### src/design/trigger_bus_crosspoint_pkg.sv
// package: register map, pattern layout and pin assignments of the crosspoint
package trigger_bus_crosspoint_pkg;
    localparam int PIN_COUNT = 7;
    localparam int FIELD_WIDTH = 4;
    localparam int HALF_WIDTH = 28;
    localparam int PATTERN_WIDTH = 56;
    localparam int SEL_LSB = 1;
    localparam int SEL_WIDTH = 3;
    localparam int OE_BIT = 0;
    // byte addresses on apb
    localparam logic [7:0] ADDR_SHIFT = 8'h00;
    localparam logic [7:0] ADDR_STROBE = 8'h04;
    localparam logic [7:0] ADDR_LOCAL_CTRL = 8'h08;
    localparam logic [7:0] ADDR_ACTIVE_LO = 8'h0c;
    localparam logic [7:0] ADDR_ACTIVE_HI = 8'h10;
    localparam logic [7:0] ADDR_STAGED_LO = 8'h14;
    localparam logic [7:0] ADDR_STAGED_HI = 8'h18;
    // local control field positions
    localparam int CTRL_PIN2_DRIVE = 0;
    localparam int CTRL_PIN2_RECEIVE = 1;
    localparam int CTRL_PIN4_DRIVE = 2;
    localparam int CTRL_PIN4_RECEIVE = 3;
    localparam logic [3:0] CTRL_RESET = 4'h0;
    localparam logic [55:0] PATTERN_RESET = 56'h00000000000000;
    // board-side pin indexes
    localparam int PIN_EXT_CONVERT = 0;
    localparam int PIN_FREQ_OUT = 1;
    localparam int PIN_CNT2_COUNTER1_GATE_INPUT = 2;
    localparam int PIN_CNT5_SOURCE = 3;
    localparam int PIN_CNT5_DACUP = 4;
    localparam int PIN_CNT1_OUT = 5;
    localparam int PIN_EXT_TRIGGER = 6;

    // one pin group: seven values in, values out, output enables (low = driving)
    typedef struct packed {
        logic [6:0] in;
        logic [6:0] out;
        logic [6:0] oeN;
    } pin_group_t;
endpackage : trigger_bus_crosspoint_pkg

### src/design/trigger_bus_crosspoint_switch.sv
// module: trigger bus crosspoint switch with apb register access
//
// Behaviour
// seven board-side pins and seven bus-side pins, indexed six to zero
// board pins carry convert, frequency, counter and trigger signals
// pin2 drive select lets counter2 output drive board pin 2
// pin2 receive select feeds counter1 gate from board pin 2
// both pin2 selects set: counter1 gate gets counter2 output directly
// pin4 drive select lets counter5 output drive board pin 4
// pin4 receive select routes board pin 4 onto dac update trigger
// both pin4 selects set: dac update trigger driven by counter5 output
// routing loads as 56 serial bits, then a strobe commits it
// low 28 bits control bus pins, high 28 bits control board pins
// each half holds seven 4-bit fields, selector plus output enable
// selector value picks opposite-side pin of the same index
// selector in upper three bits, output enable in lowest bit
// enable set drives pin from source; clear leaves pin undriven
// software disables unused and input pins, enables outputs
// software shifts pattern bit 0 first, value in bit 0 of data
// shift register captures only bit 0 of each write
// strobe write loads shifted pattern; routing changes at once (here the pin outputs follow one cycle after active_reg loads)
// active routing unchanged while bits are shifted in
// each shift moves pattern toward bit 0
`timescale 1ns/10ps
module trigger_bus_crosspoint_switch
    import trigger_bus_crosspoint_pkg::*;
(
    input wire logic mclk, // system clock, 100 MHz
    input wire logic reset, // asynchronous reset, active high
    input wire logic psel, // apb select
    input wire logic penable, // apb access phase
    input wire logic pwrite, // apb direction, high = write
    input wire logic [7:0] paddr, // apb byte address
    input wire logic [31:0] pwdata, // apb write data
    output logic [31:0] prdata, // apb read data
    output logic pready, // apb ready
    output logic pslverr, // apb error on unmapped address
    input wire logic [6:0] boardIn, // board pin levels seen at the switch
    output logic [6:0] boardOut, // board pin values driven by the switch
    output logic [6:0] boardOeN, // board pin enables, low = switch drives
    input wire logic [6:0] busIn, // trigger line levels
    output logic [6:0] busOut, // trigger line values driven
    output logic [6:0] busOeN, // trigger line enables, low = drives
    input wire logic counter2_output, // counter 2 output
    input wire logic counter5_output, // counter 5 output
    output logic counter1_gate_input, // counter 1 gate
    output logic dac_update_trigger_n, // dac update trigger, active low
    output logic cnt2DriveN, // counter2 drive enable on pin 2, low = on
    output logic cnt5DriveN // counter5 drive enable on pin 4, low = on
);

    // ------------------------------------------------------------
    // register bus decode
    // ------------------------------------------------------------
    logic access;
    logic wrAccess;
    logic mapped;
    logic [55:0] staged_reg;
    logic [55:0] active_reg;
    logic [3:0] localCtrl_reg;
    logic pin2_drive_select;
    logic pin2_receive_select;
    logic pin4_drive_select;
    logic pin4_receive_select;

    // zero wait states: every access completes in its first access cycle
    assign access = psel && penable;
    assign wrAccess = access && pwrite && mapped;
    assign pready = access;
    assign pslverr = access && !mapped;

    // address decode of the seven words
    always_comb begin
        unique case (paddr)
            ADDR_SHIFT, ADDR_STROBE, ADDR_LOCAL_CTRL,
            ADDR_ACTIVE_LO, ADDR_ACTIVE_HI,
            ADDR_STAGED_LO, ADDR_STAGED_HI: mapped = 1'b1;
            default: mapped = 1'b0;
        endcase
    end

    // ------------------------------------------------------------
    // serial pattern load and commit
    // ------------------------------------------------------------

    // shift one bit in at the top, older bits move toward bit 0
    always_ff @(posedge mclk or posedge reset) begin
        if (reset) begin
            staged_reg <= PATTERN_RESET;
        end else if (wrAccess && paddr == ADDR_SHIFT) begin
            staged_reg <= {pwdata[0], staged_reg[55:1]};
        end
    end

    // strobe copies the staged pattern; any write value commits
    always_ff @(posedge mclk or posedge reset) begin
        if (reset) begin
            active_reg <= PATTERN_RESET;
        end else if (wrAccess && paddr == ADDR_STROBE) begin
            active_reg <= staged_reg;
        end
    end

    // local select bits for the shared board pins
    always_ff @(posedge mclk or posedge reset) begin
        if (reset) begin
            localCtrl_reg <= CTRL_RESET;
        end else if (wrAccess && paddr == ADDR_LOCAL_CTRL) begin
            localCtrl_reg <= pwdata[3:0];
        end
    end

    assign pin2_drive_select = localCtrl_reg[CTRL_PIN2_DRIVE];
    assign pin2_receive_select = localCtrl_reg[CTRL_PIN2_RECEIVE];
    assign pin4_drive_select = localCtrl_reg[CTRL_PIN4_DRIVE];
    assign pin4_receive_select = localCtrl_reg[CTRL_PIN4_RECEIVE];

    // read data register; write-only ports read as zero
    always_ff @(posedge mclk or posedge reset) begin
        if (reset) begin
            prdata <= 32'h00000000;
        end else if (psel && !penable && !pwrite) begin
            unique case (paddr)
                ADDR_LOCAL_CTRL: prdata <= {28'h0000000, localCtrl_reg};
                ADDR_ACTIVE_LO: prdata <= active_reg[31:0];
                ADDR_ACTIVE_HI: prdata <= {8'h00, active_reg[55:32]};
                ADDR_STAGED_LO: prdata <= staged_reg[31:0];
                ADDR_STAGED_HI: prdata <= {8'h00, staged_reg[55:32]};
                default: prdata <= 32'h00000000;
            endcase
        end
    end

    // ------------------------------------------------------------
    // crosspoint matrix
    // ------------------------------------------------------------
    logic [27:0] busHalf;
    logic [27:0] boardHalf;
    logic [6:0] boardLevel;
    logic [6:0] busLevel;
    logic [6:0] boardNext;
    logic [6:0] boardOeNext;
    logic [6:0] busNext;
    logic [6:0] busOeNext;

    assign busHalf = active_reg[HALF_WIDTH-1:0];
    assign boardHalf = active_reg[PATTERN_WIDTH-1:HALF_WIDTH];

    // board pin 2 and 4 levels include the local counter drivers
    always_comb begin
        boardLevel = boardIn;
        if (pin2_drive_select) begin
            boardLevel[PIN_CNT2_COUNTER1_GATE_INPUT] = counter2_output;
        end
        if (pin4_drive_select) begin
            boardLevel[PIN_CNT5_DACUP] = counter5_output;
        end
    end
    assign busLevel = busIn;

    // each pin takes its field: selector picks opposite index
    always_comb begin
        logic [3:0] bField;
        logic [3:0] aField;
        logic [2:0] bSel;
        logic [2:0] aSel;
        bField = 4'h0;
        aField = 4'h0;
        bSel = 3'h0;
        aSel = 3'h0;
        boardNext = 7'h00;
        boardOeNext = 7'h7f;
        busNext = 7'h00;
        busOeNext = 7'h7f;
        for (int i = 0; i < PIN_COUNT; i++) begin
            bField = busHalf[i*FIELD_WIDTH +: FIELD_WIDTH];
            aField = boardHalf[i*FIELD_WIDTH +: FIELD_WIDTH];
            bSel = bField[SEL_LSB +: SEL_WIDTH];
            aSel = aField[SEL_LSB +: SEL_WIDTH];
            // index 7 has no pin and yields zero
            busNext[i] = (bSel < 3'h7) ? boardLevel[bSel] : 1'b0;
            boardNext[i] = (aSel < 3'h7) ? busLevel[aSel] : 1'b0;
            busOeNext[i] = !bField[OE_BIT];
            boardOeNext[i] = !aField[OE_BIT];
        end
    end

    // registered pin outputs, one cycle after the level changes
    always_ff @(posedge mclk or posedge reset) begin
        if (reset) begin
            boardOut <= 7'h00;
            boardOeN <= 7'h7f;
            busOut <= 7'h00;
            busOeN <= 7'h7f;
        end else begin
            boardOut <= boardNext;
            boardOeN <= boardOeNext;
            busOut <= busNext;
            busOeN <= busOeNext;
        end
    end

    // ------------------------------------------------------------
    // shared board pins 2 and 4
    // ------------------------------------------------------------
    logic [6:0] boardWire;

    // effective board pin level: switch drive wins over input
    assign boardWire = (boardOut & ~boardOeN) | (boardLevel & boardOeN);

    // counter gate and dac trigger taps, registered
    always_ff @(posedge mclk or posedge reset) begin
        if (reset) begin
            counter1_gate_input <= 1'b0;
            dac_update_trigger_n <= 1'b1;
            cnt2DriveN <= 1'b1;
            cnt5DriveN <= 1'b1;
        end else begin
            cnt2DriveN <= !pin2_drive_select;
            cnt5DriveN <= !pin4_drive_select;
            if (pin2_receive_select && pin2_drive_select) begin
                counter1_gate_input <= counter2_output;
            end else if (pin2_receive_select) begin
                counter1_gate_input <= boardWire[PIN_CNT2_COUNTER1_GATE_INPUT];
            end else begin
                counter1_gate_input <= 1'b0;
            end
            if (pin4_receive_select && pin4_drive_select) begin
                dac_update_trigger_n <= counter5_output;
            end else if (pin4_receive_select) begin
                dac_update_trigger_n <= boardWire[PIN_CNT5_DACUP];
            end else begin
                dac_update_trigger_n <= 1'b1;
            end
        end
    end

endmodule // trigger_bus_crosspoint_switch

### config.mk
export PLATFORM = sky130hd
export DESIGN_NAME = trigger_bus_crosspoint_switch
export DESIGN_NICKNAME = d
export VERILOG_FILES = /design/src/design/trigger_bus_crosspoint_pkg.sv /design/src/design/trigger_bus_crosspoint_switch.sv
export SDC_FILE = /design/constraint.sdc
export NUM_CORES = 1
export LEC_CHECK = 0
export BUFFER_PORTS_ARGS = -buffer_cell sky130_fd_sc_hd__buf_2
export CORE_MARGIN = 2
export CORE_UTILIZATION = 61
export CTS_CLUSTER_SIZE = 14
export DETAILED_ROUTE_END_ITERATION = 8
export GPL_TIMING_DRIVEN = 0
export PLACE_DENSITY_LB_ADDON = 0.1
export SETUP_SLACK_MARGIN = 0.5
export SLEW_MARGIN = 20
export SYNTH_ARGS = -nofsm -noshare
export SYNTH_HDL_FRONTEND = slang
export SYNTH_SLANG_ARGS = --single-unit
### constraint.sdc
create_clock -name mclk -period 9 [get_ports mclk]
set_clock_uncertainty 0.15 [all_clocks]
set_input_delay 0.9 -clock mclk [delete_from_list [all_inputs] [get_ports mclk]]
set_output_delay 0.9 -clock mclk [all_outputs]
set_load 0.01 [all_outputs]
# Yosys cells after proc, flatten, opt, wreduce, memory -nomap -nowiden
# Index checks and enable logic that the tools add are counted.
# W data, S select, Z words.
# totals
output_inout_bits,66
reg_bits,180
# op_classes
n_lt_le_gt_ge,28
bitwise,4
mux,50
eq_ne,6
n_reduce_logical,32
# ops
op,n
$pmux W32 S5,1
$lt A3 B4 Y1 const B,14
$bmux W1 S3,14
$lt A3 B3 Y1 const B,14
$mux W1,35
$eq A8 B5 Y1 const B,3
$logic_not A1 Y1,19
$eq A8 B4 Y1 const B,2
$logic_and A1 B1 Y1,11
$and A5 B5 Y5,2
$eq A8 B3 Y1 const B,1
$logic_not A8 Y1,1
$reduce_or A7 Y1,1
$not A5 Y5,1
$or A5 B5 Y5,1

# Logic depth before layout (Yosys ltp)
# Gate-level depths: netlist of the first run.
# logic_depth
word_depth,5
depth_mapped,7

# Worst setup path before layout of the first run
# No wires, ideal clock.
# synth_timing
path_kind,input -> register
start,input paddr[3]
end,register staged_reg[30]
required_ps,8725
arrival_time_ps,2334
setup_ps,125
path_slack_ps,6392
path_stages,6
path_buffers,3
path_cell_list,buf_2 nor4_4 nor2b_2 buf_6 buf_8 mux2_2
# synth_between
elab_chain_len,5
elab_cells_between_ends,11
# synth_rtl
item,line,text
"start, declared",trigger_bus_crosspoint_switch.sv:33,"input wire logic [7:0] paddr,"
"$eq A8 B3 Y1, or another cell as far along",trigger_bus_crosspoint_switch.sv:74,unique case (paddr)
$reduce_or A7 Y1,trigger_bus_crosspoint_switch.sv:74,
$mux W1,trigger_bus_crosspoint_switch.sv:74,
$logic_and A1 B1 Y1,trigger_bus_crosspoint_switch.sv:68,assign wrAccess = access && pwrite && mapped;
$logic_and A1 B1 Y1 (*),trigger_bus_crosspoint_switch.sv:90,end else if (wrAccess && paddr == ADDR_SHIFT) begin
"end signal, assigned",trigger_bus_crosspoint_switch.sv:91,"staged_reg <= {pwdata[0], staged_reg[55:1]};"
"end, declared",trigger_bus_crosspoint_switch.sv:58,logic [55:0] staged_reg;
# Every way passes the cells marked *; elsewhere a longest branch is shown, timed or not.
# A chain may end at the register's enable or synchronous reset.

# Worst setup path in the final report of the first run
# layout_timing
start,input paddr[5]
end,register prdata[4]
# layout_between
elab_chain_len,2
elab_cells_between_ends,6
# layout_rtl
item,line,text
$eq A8 B5 Y1 or $eq A8 B4 Y1 (tied branches),trigger_bus_crosspoint_switch.sv:123,unique case (paddr)
$pmux W32 S5 (*),trigger_bus_crosspoint_switch.sv:123,
"end signal, assigned",trigger_bus_crosspoint_switch.sv:124,"ADDR_LOCAL_CTRL: prdata <= {28'h0000000, localCtrl_reg};"
"end signal, assigned",trigger_bus_crosspoint_switch.sv:125,ADDR_ACTIVE_LO: prdata <= active_reg[31:0];
"end signal, assigned",trigger_bus_crosspoint_switch.sv:126,"ADDR_ACTIVE_HI: prdata <= {8'h00, active_reg[55:32]};"
"end, declared",trigger_bus_crosspoint_switch.sv:35,"output logic [31:0] prdata,"
# Marked as above.

==> results of run 1 <==
==> area by class of cell <==
cell class	instances	share of cell area
Antenna cell	2	0.000537
Buffer	35	0.0244
Clock inverter	11	0.0133
Sequential cell	180	0.486
Timing Repair Buffer	98	0.0550
Multi-Input combinational cell	389	0.335
Inverter	29	0.0125
Tap cell	172	0.0231
Clock buffer	21	0.0505
==> final timing paths <==
path                             startpoint        endpoint  cells after the start
max reg2reg                localCtrl_reg[2]       busOut[1]                      3
min                          active_reg[24]       busOeN[6]                      1
max in group asynchronous             reset     boardOeN[1]                      3
max                                paddr[5]       prdata[4]                      6
min reg2reg                  active_reg[24]       busOeN[6]                      1
min in group asynchronous             reset  active_reg[15]                      2
==> power breakdown <==
| group | total, mW | leakage (nW) | internal, mW | switching [mW] |
|---|---|---|---|---|
| registers | 0.827 | 2.29 | 0.821 | 0.00629 |
| logic | 0.0889 | 1.96 | 0.0290 | 0.0600 |
| clock network | 0.752 | 0.286 | 0.432 | 0.321 |
==> cell families (layout without fill, tap and decap cells) <==
family,after synthesis,after routing
flops,180,180
other cells,0,2
buf+inv,64,194
compound gates,153,153
mux,125,125
simple gates,111,111
==> cell usage after synthesis, drive strengths merged, types with 12 or more instances <==
library cell | count | area (um^2)
mux2i | 18 | 180
a31oi | 12 | 75.1
a222oi | 18 | 180
o21ai | 56 | 280
inv | 29 | 109
a21oi | 17 | 85.1
dfstp | 17 | 447
mux2 | 93 | 1050
a22o | 27 | 236
nor2 | 28 | 105
mux4 | 14 | 315
nand2 | 63 | 236
buf | 23 | 183
dfrtp | 163 | 4080
clkbuf | 12 | 45.0
==> critical path, delay by kind of cell <==
kind / cells / cell delay (ns)
and+or+nand+nor: 2 / 0.95
buffers and inverters: 2 / 0.57
AOI/OAI and AO/OA: 2 / 0.58
==> cell usage in the layout, fill, tap and decap left out, drive strengths merged, types with 3 or more instances in the layout <==
cell type	synthesis	final
dfstp	17	17
nand3	3	3
a31oi	12	12
o21a	3	3
mux2i	18	18
a22oi	11	11
a22o	27	27
inv	29	31
o21ai	56	56
o221ai	3	3
buf	23	121
clkbuf	12	33
nor2b	4	4
dfrtp	163	163
nor4b	3	3
clkinvlp	0	3
a32oi	3	3
a21oi	17	17
nand2	63	63
mux2	93	93
a222oi	18	18
and2	3	3
mux4	14	14
clkinv	0	4
nor2	28	28
==> per-layer routing <==
metal,GRT usage,up-vias
met3,0.0690,79
met5,0,-
met1,0.426,2996
met2,0.515,310
li1,-,2567
met4,0.184,0
==> per-stage QoR <==
step	hold slack [ns]	cells	power (mW)	worst slack, ns	utilization
floorplan	0.219	633	0.887	3.09	-
global placement	0.235	902	0.926	1.40	0.683
detailed placement	0.237	903	0.930	5.80	0.686
CTS	0.247	935	1.67	6.23	0.732
global route	0.276	936	1.71	6.10	0.732
finish	0.249	937	1.67	6.19	0.733
==> qor.yml, run 1 <==
ys_ff_latch: 180
wirelength_met1_mm: 8.67
ctsResizeCount: 0
drtIter0Drc: 756
synth-adder-area-share: 0
slowest_stage: "nor4_4"
drcViolationCount: 0
num_rows: 41
htreeDepth: 4
hp-class: "flop to flop"
layout_min_cycle_time_ns: 2.81
root_buffer: "clkbuf_16"
post-dp-hpwl_mm: 14.5
fmax_ghz: 0.356
fillers: 916
critPathRequiredTime_ns: 9.20
grt_overflow_total: 0
synth-edff-count: 0
worst_pin_slew_ns: 0.723
grt_first_pass_wirelength_mm: 34.3
async_flop_share: 1.00
area_growth_pct: 16.7
yosysSeqAreaShare: 0.567
mappedNetlistArea_um2: 7990
pin_count: 127
worstPathArrival_ns: 3.01
maxSlewHeadroom: 0.514
grt_pass1_vias: 6078
fin_nets: 811
vias: 5952
seq_area_um2: 4530
port_buffers: 97
initial_core_util: 0.628
synthSimpleGateAreaFrac: 0.0675
cts_tree: "done"
track_usage: 0.328
dieArea_um2: 14000
synth_top_family_by_area: "multiplexers"
drv_slew: 0
finalHoldViolCount: 0
maxCapViolCount: 0
critPathCaptureType: "flop"
finalInstanceArea_um2: 9320
postCtsSetupBuffers: 0
ys.flop_type: "dfrtp_1"
fp.dieH_um: 118
dr.pass1.iters: 8
clk_path_buf_depth: 2
grt_max_degree: 107
top_layer: "met4"
cts_buffers: 17
start_kind: "input pin"
synth_mux_area_frac: 0.193
gp_congestion: 0.914
die_w_um: 118
clk_latency_ns: 0.44
rsz0062_at_grt: "false"
power.density_nw_per_um2: 179
leakagePower_nw: 4.54
routed_via_density: 6.35
drive_above_1_share: 0.337
syn_inst: 633
placed_area_um2: 8720
status: "completed"
core_um2: 12700
drtAntennaViolNets: 0
cts.clk_slew.worst_paths_ns: 0.06
yosys_warnings: 0
antenna_found_initial: 2
final.setup.tns_ns: 0
period_share: 0.312
wl_per_cell_um: 23.6
peakVddDrop_v: 0.000138
crit_type: "input pin to flop"
multi_input_area_um2: 3120
setup_violations: 0
cp_max_fo: 10
hold_buffers: 0
clkSinkCount: 180
synth-compound-area-share: 0.131
finalWirelength_mm: 22.1
yosys.area_share.xor_xnor: 0
synthDistinctLibCells: 37
met2WireLength_mm: 10.6
slowest_delay_ns: 0.68
dr_wl_met3_mm: 1.80
path_cells: "buf_2 > nor4_4 > a22o_1 > nand3_2 > clkbuf_1 > o21ai_0"
synth_area_per_cell_um2: 12.6
syn_nets: 694
r2r_slack_ns: 7.13
Power figures use the tool's default switching activity.
==> run 2: changes to the inputs <==
- CORE_UTILIZATION: 61 -> 57
- clock period: 9 -> 2.68 ns (I/O delays scaled with it)
==> run 2 against run 1 <==
Hold slack got worse by 0.17 ns. First-iteration DRC count fell by 5.2%. Highest routed layer unchanged. Sequential power rose to 3.4 times the previous value. Clock-buffer cell count rose by 3. Critical path depth rose by 1. Power rose to 3.4 times the previous value. Design area rose by 1.7%. Utilization fell by 4.4 points. Via count rose by 2.0%. Die area rose by 6.8%. Routed wire length rose by 0.87%.
==> qor.yml, run 2 (synthesized netlist as in run 1, its figures left out) <==
layout_min_cycle_time_ns: 2.10
hold_depth: 5  # +4
post-dp-hpwl_mm: 15.1  # +3.9%
grt_first_pass_wirelength_mm: 34.3  # -0.12%
critPathRequiredTime_ns: 2.87  # -6.33 ns
cts_tree: "done"
leakagePower_nw: 4.62  # +1.8%
finalInstanceArea_um2: 9480  # +1.7%
start_kind: "input pin"
peakVddDrop_v: 0.000426  # +210%
finalHoldViolCount: 0  # unchanged
critPathCaptureType: "flop"
reg2regPathDepth: 3  # unchanged
drcViolationCount: 0  # unchanged
layoutNonFillerInstCount: 954  # +1.8%
drive_above_1_share: 0.339  # +0.00167
power_switching_mw: 1.25  # +220%
fin_nets: 822  # +1.4%
antenna_cells: 0  # -2
whs_ns: 0.0807  # -0.168 ns
clk_latency_ns: 0.44  # about the same
vias: 6073  # +2.0%
num_rows: 43  # +4.9%
period_share: 0.783
p_sw_frac: 0.223  # -0.00898
cpMostUsedCell: "buf_2"
pwr-share-clk: 0.448  # -0.003
finalWirelength_mm: 22.3  # +0.87%
power_frac_comb: 0.058  # +0.005
cp_max_fo: 10  # unchanged
dp.cells: 915  # +1.3%
clk_path_buf_depth: 2  # unchanged
maxSlewHeadroom: 0.475  # -0.0391
root_buffer: "clkbuf_16"
port_buffers: 97  # unchanged
clkSinkCount: 180  # unchanged
pin_count: 127  # unchanged
slowest_stage: "nor4_4"
grt_overflow_total: 0  # unchanged
wl_per_cell_um: 23.4  # -0.93%
internal_power_mw: 4.37  # +240%
fin_util: 0.688  # -0.0444
antenna_found_initial: 0  # -2
hp-class: "input pin to flop"
drtIter0Drc: 717  # -5.2%
final_common_cell: "dfrtp_1"
core_um2: 13800  # +8.3%
rsz0062_at_grt: "false"
grt_max_degree: 36  # -66%
maxCapViolCount: 0  # unchanged
die_w_um: 122  # +3.3%
drtAntennaViolNets: 0  # unchanged
cts.clk_slew.worst_paths_ns: 0.06  # about the same
fp.dieH_um: 122  # +3.3%
gp_congestion: 0.881  # -3.5%
worst_pin_slew_ns: 0.782  # +0.0583 ns
power_mw: 5.62  # +240%
dieArea_um2: 15000  # +6.8%
pwr-share-seq: 0.494  # -0.002
slowest_delay_ns: 0.74  # +0.06 ns
seq_area_um2: 4530  # unchanged
fillers: 1033  # +13%
path_cells: "buf_2 > nor4_4 > and2_1 > buf_2 > buf_2 > a222oi_1 > o21ai_0"
fmax_ghz: 0.477
crit_type: "input pin to flop"
power.density_nw_per_um2: 593  # +230%
initial_core_util: 0.580  # -0.0479
routed_via_density: 6.37  # +0.21%
track_usage: 0.315  # -0.0129
status: "completed"
setup_violations: 0  # unchanged
multi_input_area_um2: 3120  # unchanged
area_growth_pct: 18.7
drv_slew: 0  # unchanged
grt_pass1_vias: 5990  # -1.4%
cts_buffers: 17  # unchanged
postCtsSetupBuffers: 0  # unchanged
dr.pass1.iters: 8  # unchanged
htreeDepth: 4  # unchanged
mostFrequentLayoutCells: "dfrtp_1 (163), buf_2 (108), mux2_2 (64), nand2_1 (63), o21ai_0 (51)"
placed_area_um2: 8810  # +0.99%
worstPathArrival_ns: 2.29  # -0.72 ns
==> run 2: cell types whose count changed in the layout (fill, tap and decap cells not counted), sizes merged <==
cell,change
clkinvlp,-2
clkbuf,+3
buf,+4
clkinv,+2
diode,-2
dlygate4sd3,+7
inv,-3
==> run 2: layer usage <==
layer / global-route usage / share of wire / up-vias
li1: - / - / 2589
met1: 0.429 / 0.39 / 3064
met2: 0.474 / 0.47 / 344
met3: 0.0660 / 0.089 / 76
met4: 0.172 / 0.047 / 0
met5: 0 / 0 / -
==> run 2: critical path, delay by kind of cell <==
kind,cells,cell delay [ns]
AND/OR/NAND/NOR,2,0.96
buffers and inverters,3,0.72
AO/OA/AOI/OAI,2,0.33
==> run 2: through the flow <==
step / TNS [ns] / worst slack, ns
5_1_grt: 0 / 0.519
3_5_place_dp: 0 / 0.0886
4_1_cts: 0 / 0.536
2_1_floorplan: -5.33 / -0.0327
3_3_place_gp: -167.52 / -1.02
6_report: 0 / 0.583
==> run 2: worst paths after layout <==
kind / startpoint / endpoint / slack, ns
max in group asynchronous: reset / boardOeN[1] / 1.14
min in group asynchronous: reset / active_reg[16] / 0.33
min reg2reg: active_reg[28] / boardOeN[0] / 0.25
max: paddr[3] / prdata[5] / 0.58
min: boardIn[4] / dac_update_trigger_n / 0.08
max reg2reg: localCtrl_reg[2] / busOut[1] / 0.83
==> run 2: area by class of cell <==
| cell class | instances | share of cell area |
|---|---|---|
| clock buffers | 24 | 0.0529 |
| flip-flops and latches | 180 | 0.477 |
| well taps | 180 | 0.0238 |
| plain buffers | 35 | 0.0243 |
| multi-input cells | 389 | 0.330 |
| repair buffers | 109 | 0.0699 |
| clock inverters | 8 | 0.0103 |
| inverters | 29 | 0.0119 |
==> run 2: power groups by stage <==
stage / sequential (mW) / clock [mW] / combinational, mW
after CTS: 2.78 / 2.54 / 0.323
after floorplan: 2.84 / 0 / 0.142
final: 2.78 / 2.52 / 0.325
after detailed placement: 2.83 / 0 / 0.313
after global routing: 2.78 / 2.66 / 0.352
after global placement: 2.83 / 0 / 0.286
==> run 2: repair_timing <==
item                                    4_1_cts  5_1_grt
endpoints found under the setup margin        0       20
hold endpoints to repair                     30        0
hold buffers                                  7        0
gates resized for setup                       0        4
==> run 3: changes to the inputs <==
- CORE_UTILIZATION: 57 -> 51
- clock period: 2.68 -> 1.75 ns (I/O delays scaled with it)
==> run 3 against run 2 <==
The flow now finishes with violations (hold timing, setup timing). Sequential power increased by 53%. Worst setup slack got worse by 0.65 ns. Critical path depth decreased by 4.
==> qor.yml, run 3 (synthesized netlist as in run 1, its figures left out) <==
status: "finished, violations left"
violations: "hold timing, setup timing"
drive_above_1_share: 0.580  # +0.241
critPathRequiredTime_ns: 1.92  # -0.95 ns
whs_ns: -0.309  # -0.390 ns
drtIter0Drc: 720  # +0.42%
gp_congestion: 0.887  # +0.64%
drv_slew: 0  # unchanged
r2r-start: "localCtrl_reg[2]"
worst_pin_slew_ns: 0.774  # -0.00737 ns
port_buffers: 97  # unchanged
rsz0062_at_grt: "true"
pwr-share-seq: 0.498  # +0.004
track_usage: 0.324  # +0.00959
fmax_ghz: 0.552
pwr-share-clk: 0.428  # -0.020
grt_overflow_total: 0  # unchanged
worst_slack_ns: -0.0625  # -0.645 ns
final.setup.tns_ns: -0.0628  # -0.0628 ns
post-dp-hpwl_mm: 15.5  # +2.6%
p_sw_frac: 0.253  # +0.0302
clk_path_buf_depth: 2  # unchanged
finalHoldViolCount: 22  # +22
fin_nets: 926  # +13%
critPathCaptureType: "flop"
antenna_cells: 0  # unchanged
dr.pass1.iters: 5  # -3
finalInstanceArea_um2: 12100  # +27%
dieArea_um2: 16700  # +11%
crit_path_start: "localCtrl_reg[2]"
layoutNonFillerInstCount: 1089  # +14%
finalWirelength_mm: 28.8  # +29%
grt_first_pass_wirelength_mm: 39.6  # +16%
hp-class: "input pin to asynchronous set/reset pin"
peakVddDrop_v: 0.000680  # +60%
leakagePower_nw: 5.87  # +27%
cts_buffers: 17  # unchanged
fin_util: 0.791  # +0.102
cts.clk_slew.worst_paths_ns: 0.07  # about the same
slowest_delay_ns: 0.51  # -0.23 ns
antenna_found_initial: 0  # unchanged
cp_max_fo: 7  # -3
clkSinkCount: 180  # unchanged
start_kind: "flop"
cts_tree: "done"
fp.dieH_um: 129  # +5.5%
final_common_cell: "dfrtp_1"
multi_input_area_um2: 3980  # +27%
pin_count: 127  # unchanged
slowest_stage: "mux4_2"
crit_type: "flop to flop"
maxCapViolCount: 0  # unchanged
seq_area_um2: 4530  # +0.19%
core_um2: 15300  # +11%
drtAntennaViolNets: 0  # unchanged
dp.cells: 946  # +3.4%
grt_max_degree: 36  # unchanged
power_frac_comb: 0.074  # +0.016
path_buf_inv: 0  # -3
routed_via_density: 6.34  # -0.48%
hold_buffers: 8  # +1
htreeDepth: 4  # unchanged
fillers: 850  # -18%
layout_min_cycle_time_ns: 1.81
die_w_um: 129  # +5.5%
wl_per_cell_um: 26.4  # +13%
grt_pass1_vias: 6705  # +12%
power.density_nw_per_um2: 709  # +20%
drcViolationCount: 0  # unchanged
period_share: 1.04
path_cells: "mux2_4 > mux4_2 > o21a_1"
clk_latency_ns: 0.45  # about the same
power_switching_mw: 2.17  # +73%
maxSlewHeadroom: 0.484  # +0.00883
initial_core_util: 0.523  # -0.0564
internal_power_mw: 6.39  # +46%
root_buffer: "clkbuf_16"
setup_violations: 2  # +2
num_rows: 45  # +4.7%
cp_top_family: "multiplexers"
preCtsSetupSlack_ns: -0.675  # -0.763 ns
area_growth_pct: 51.1
vias: 6899  # +14%
power_mw: 8.55  # +52%
worstPathArrival_ns: 1.98  # -0.31 ns
mostFrequentLayoutCells: "dfrtp_1 (156), mux2_4 (93), buf_2 (77), buf_4 (57), o21ai_2 (42)"
placed_area_um2: 9330  # +5.9%
run 3: changes by cell type in the layout (fill, tap and decap cells not counted), sizes merged:
| cell | delta |
|---|---|
| clkinv | +1 |
| dlygate4sd3 | +1 |
| buf | +96 |
| bufinv | -2 |
| inv | +3 |
| clkbuf | +3 |
| clkinvlp | +2 |
run 3: worst reg2reg max path, stage by stage (launching register included):
cell and delay, ns:
dfrtp_1 0.40, mux2_4 0.39, mux4_2 0.51, o21a_1 0.23
run 3: final cells by class:
| cell class | count | share of cell area |
|---|---|---|
| sequential | 180 | 0.376 |
| buffer | 35 | 0.0424 |
| inverter | 29 | 0.00933 |
| multi-input combinational | 389 | 0.330 |
| clock buffer | 20 | 0.0378 |
| tap | 211 | 0.0219 |
| timing repair buffer | 213 | 0.175 |
| clock inverter | 12 | 0.00819 |
run 3: worst paths after layout:
kind / depth (start not counted) / endpoint / slack [ns]
min in group mclk: 3 / boardOut[5] / 0.11
min reg2reg: 1 / busOeN[4] / 0.27
max reg2reg: 3 / busOut[1] / -0.06
max in group asynchronous: 4 / boardOeN[5] / 0.82
max: 3 / busOut[1] / -0.06
min: 2 / localCtrl_reg[0] / -0.31
run 3: timing repair:
action	4_1_cts	5_1_grt
cloned	14	4
buffers inserted	58	27
endpoints found under the setup margin	227	229
resized for setup	133	106
pin swaps	40	44
endpoints found under the hold margin	29	22
run 3: routing by layer:
metal	vias up	part of all wire	GRT usage
met5	-	0	0
met4	0	0.040	0.132
met3	104	0.084	0.0545
met2	441	0.49	0.512
met1	3552	0.38	0.451
li1	2802	-	-
run 3: power groups by stage:
stage | registers (mW) | logic, mW | clock network, mW
2_1_floorplan | 4.35 | 0.229 | 0
3_3_place_gp | 4.33 | 0.453 | 0
3_5_place_dp | 4.33 | 0.487 | 0
4_1_cts | 4.26 | 0.558 | 3.65
5_1_grt | 4.26 | 0.666 | 3.84
6_report | 4.26 | 0.632 | 3.66
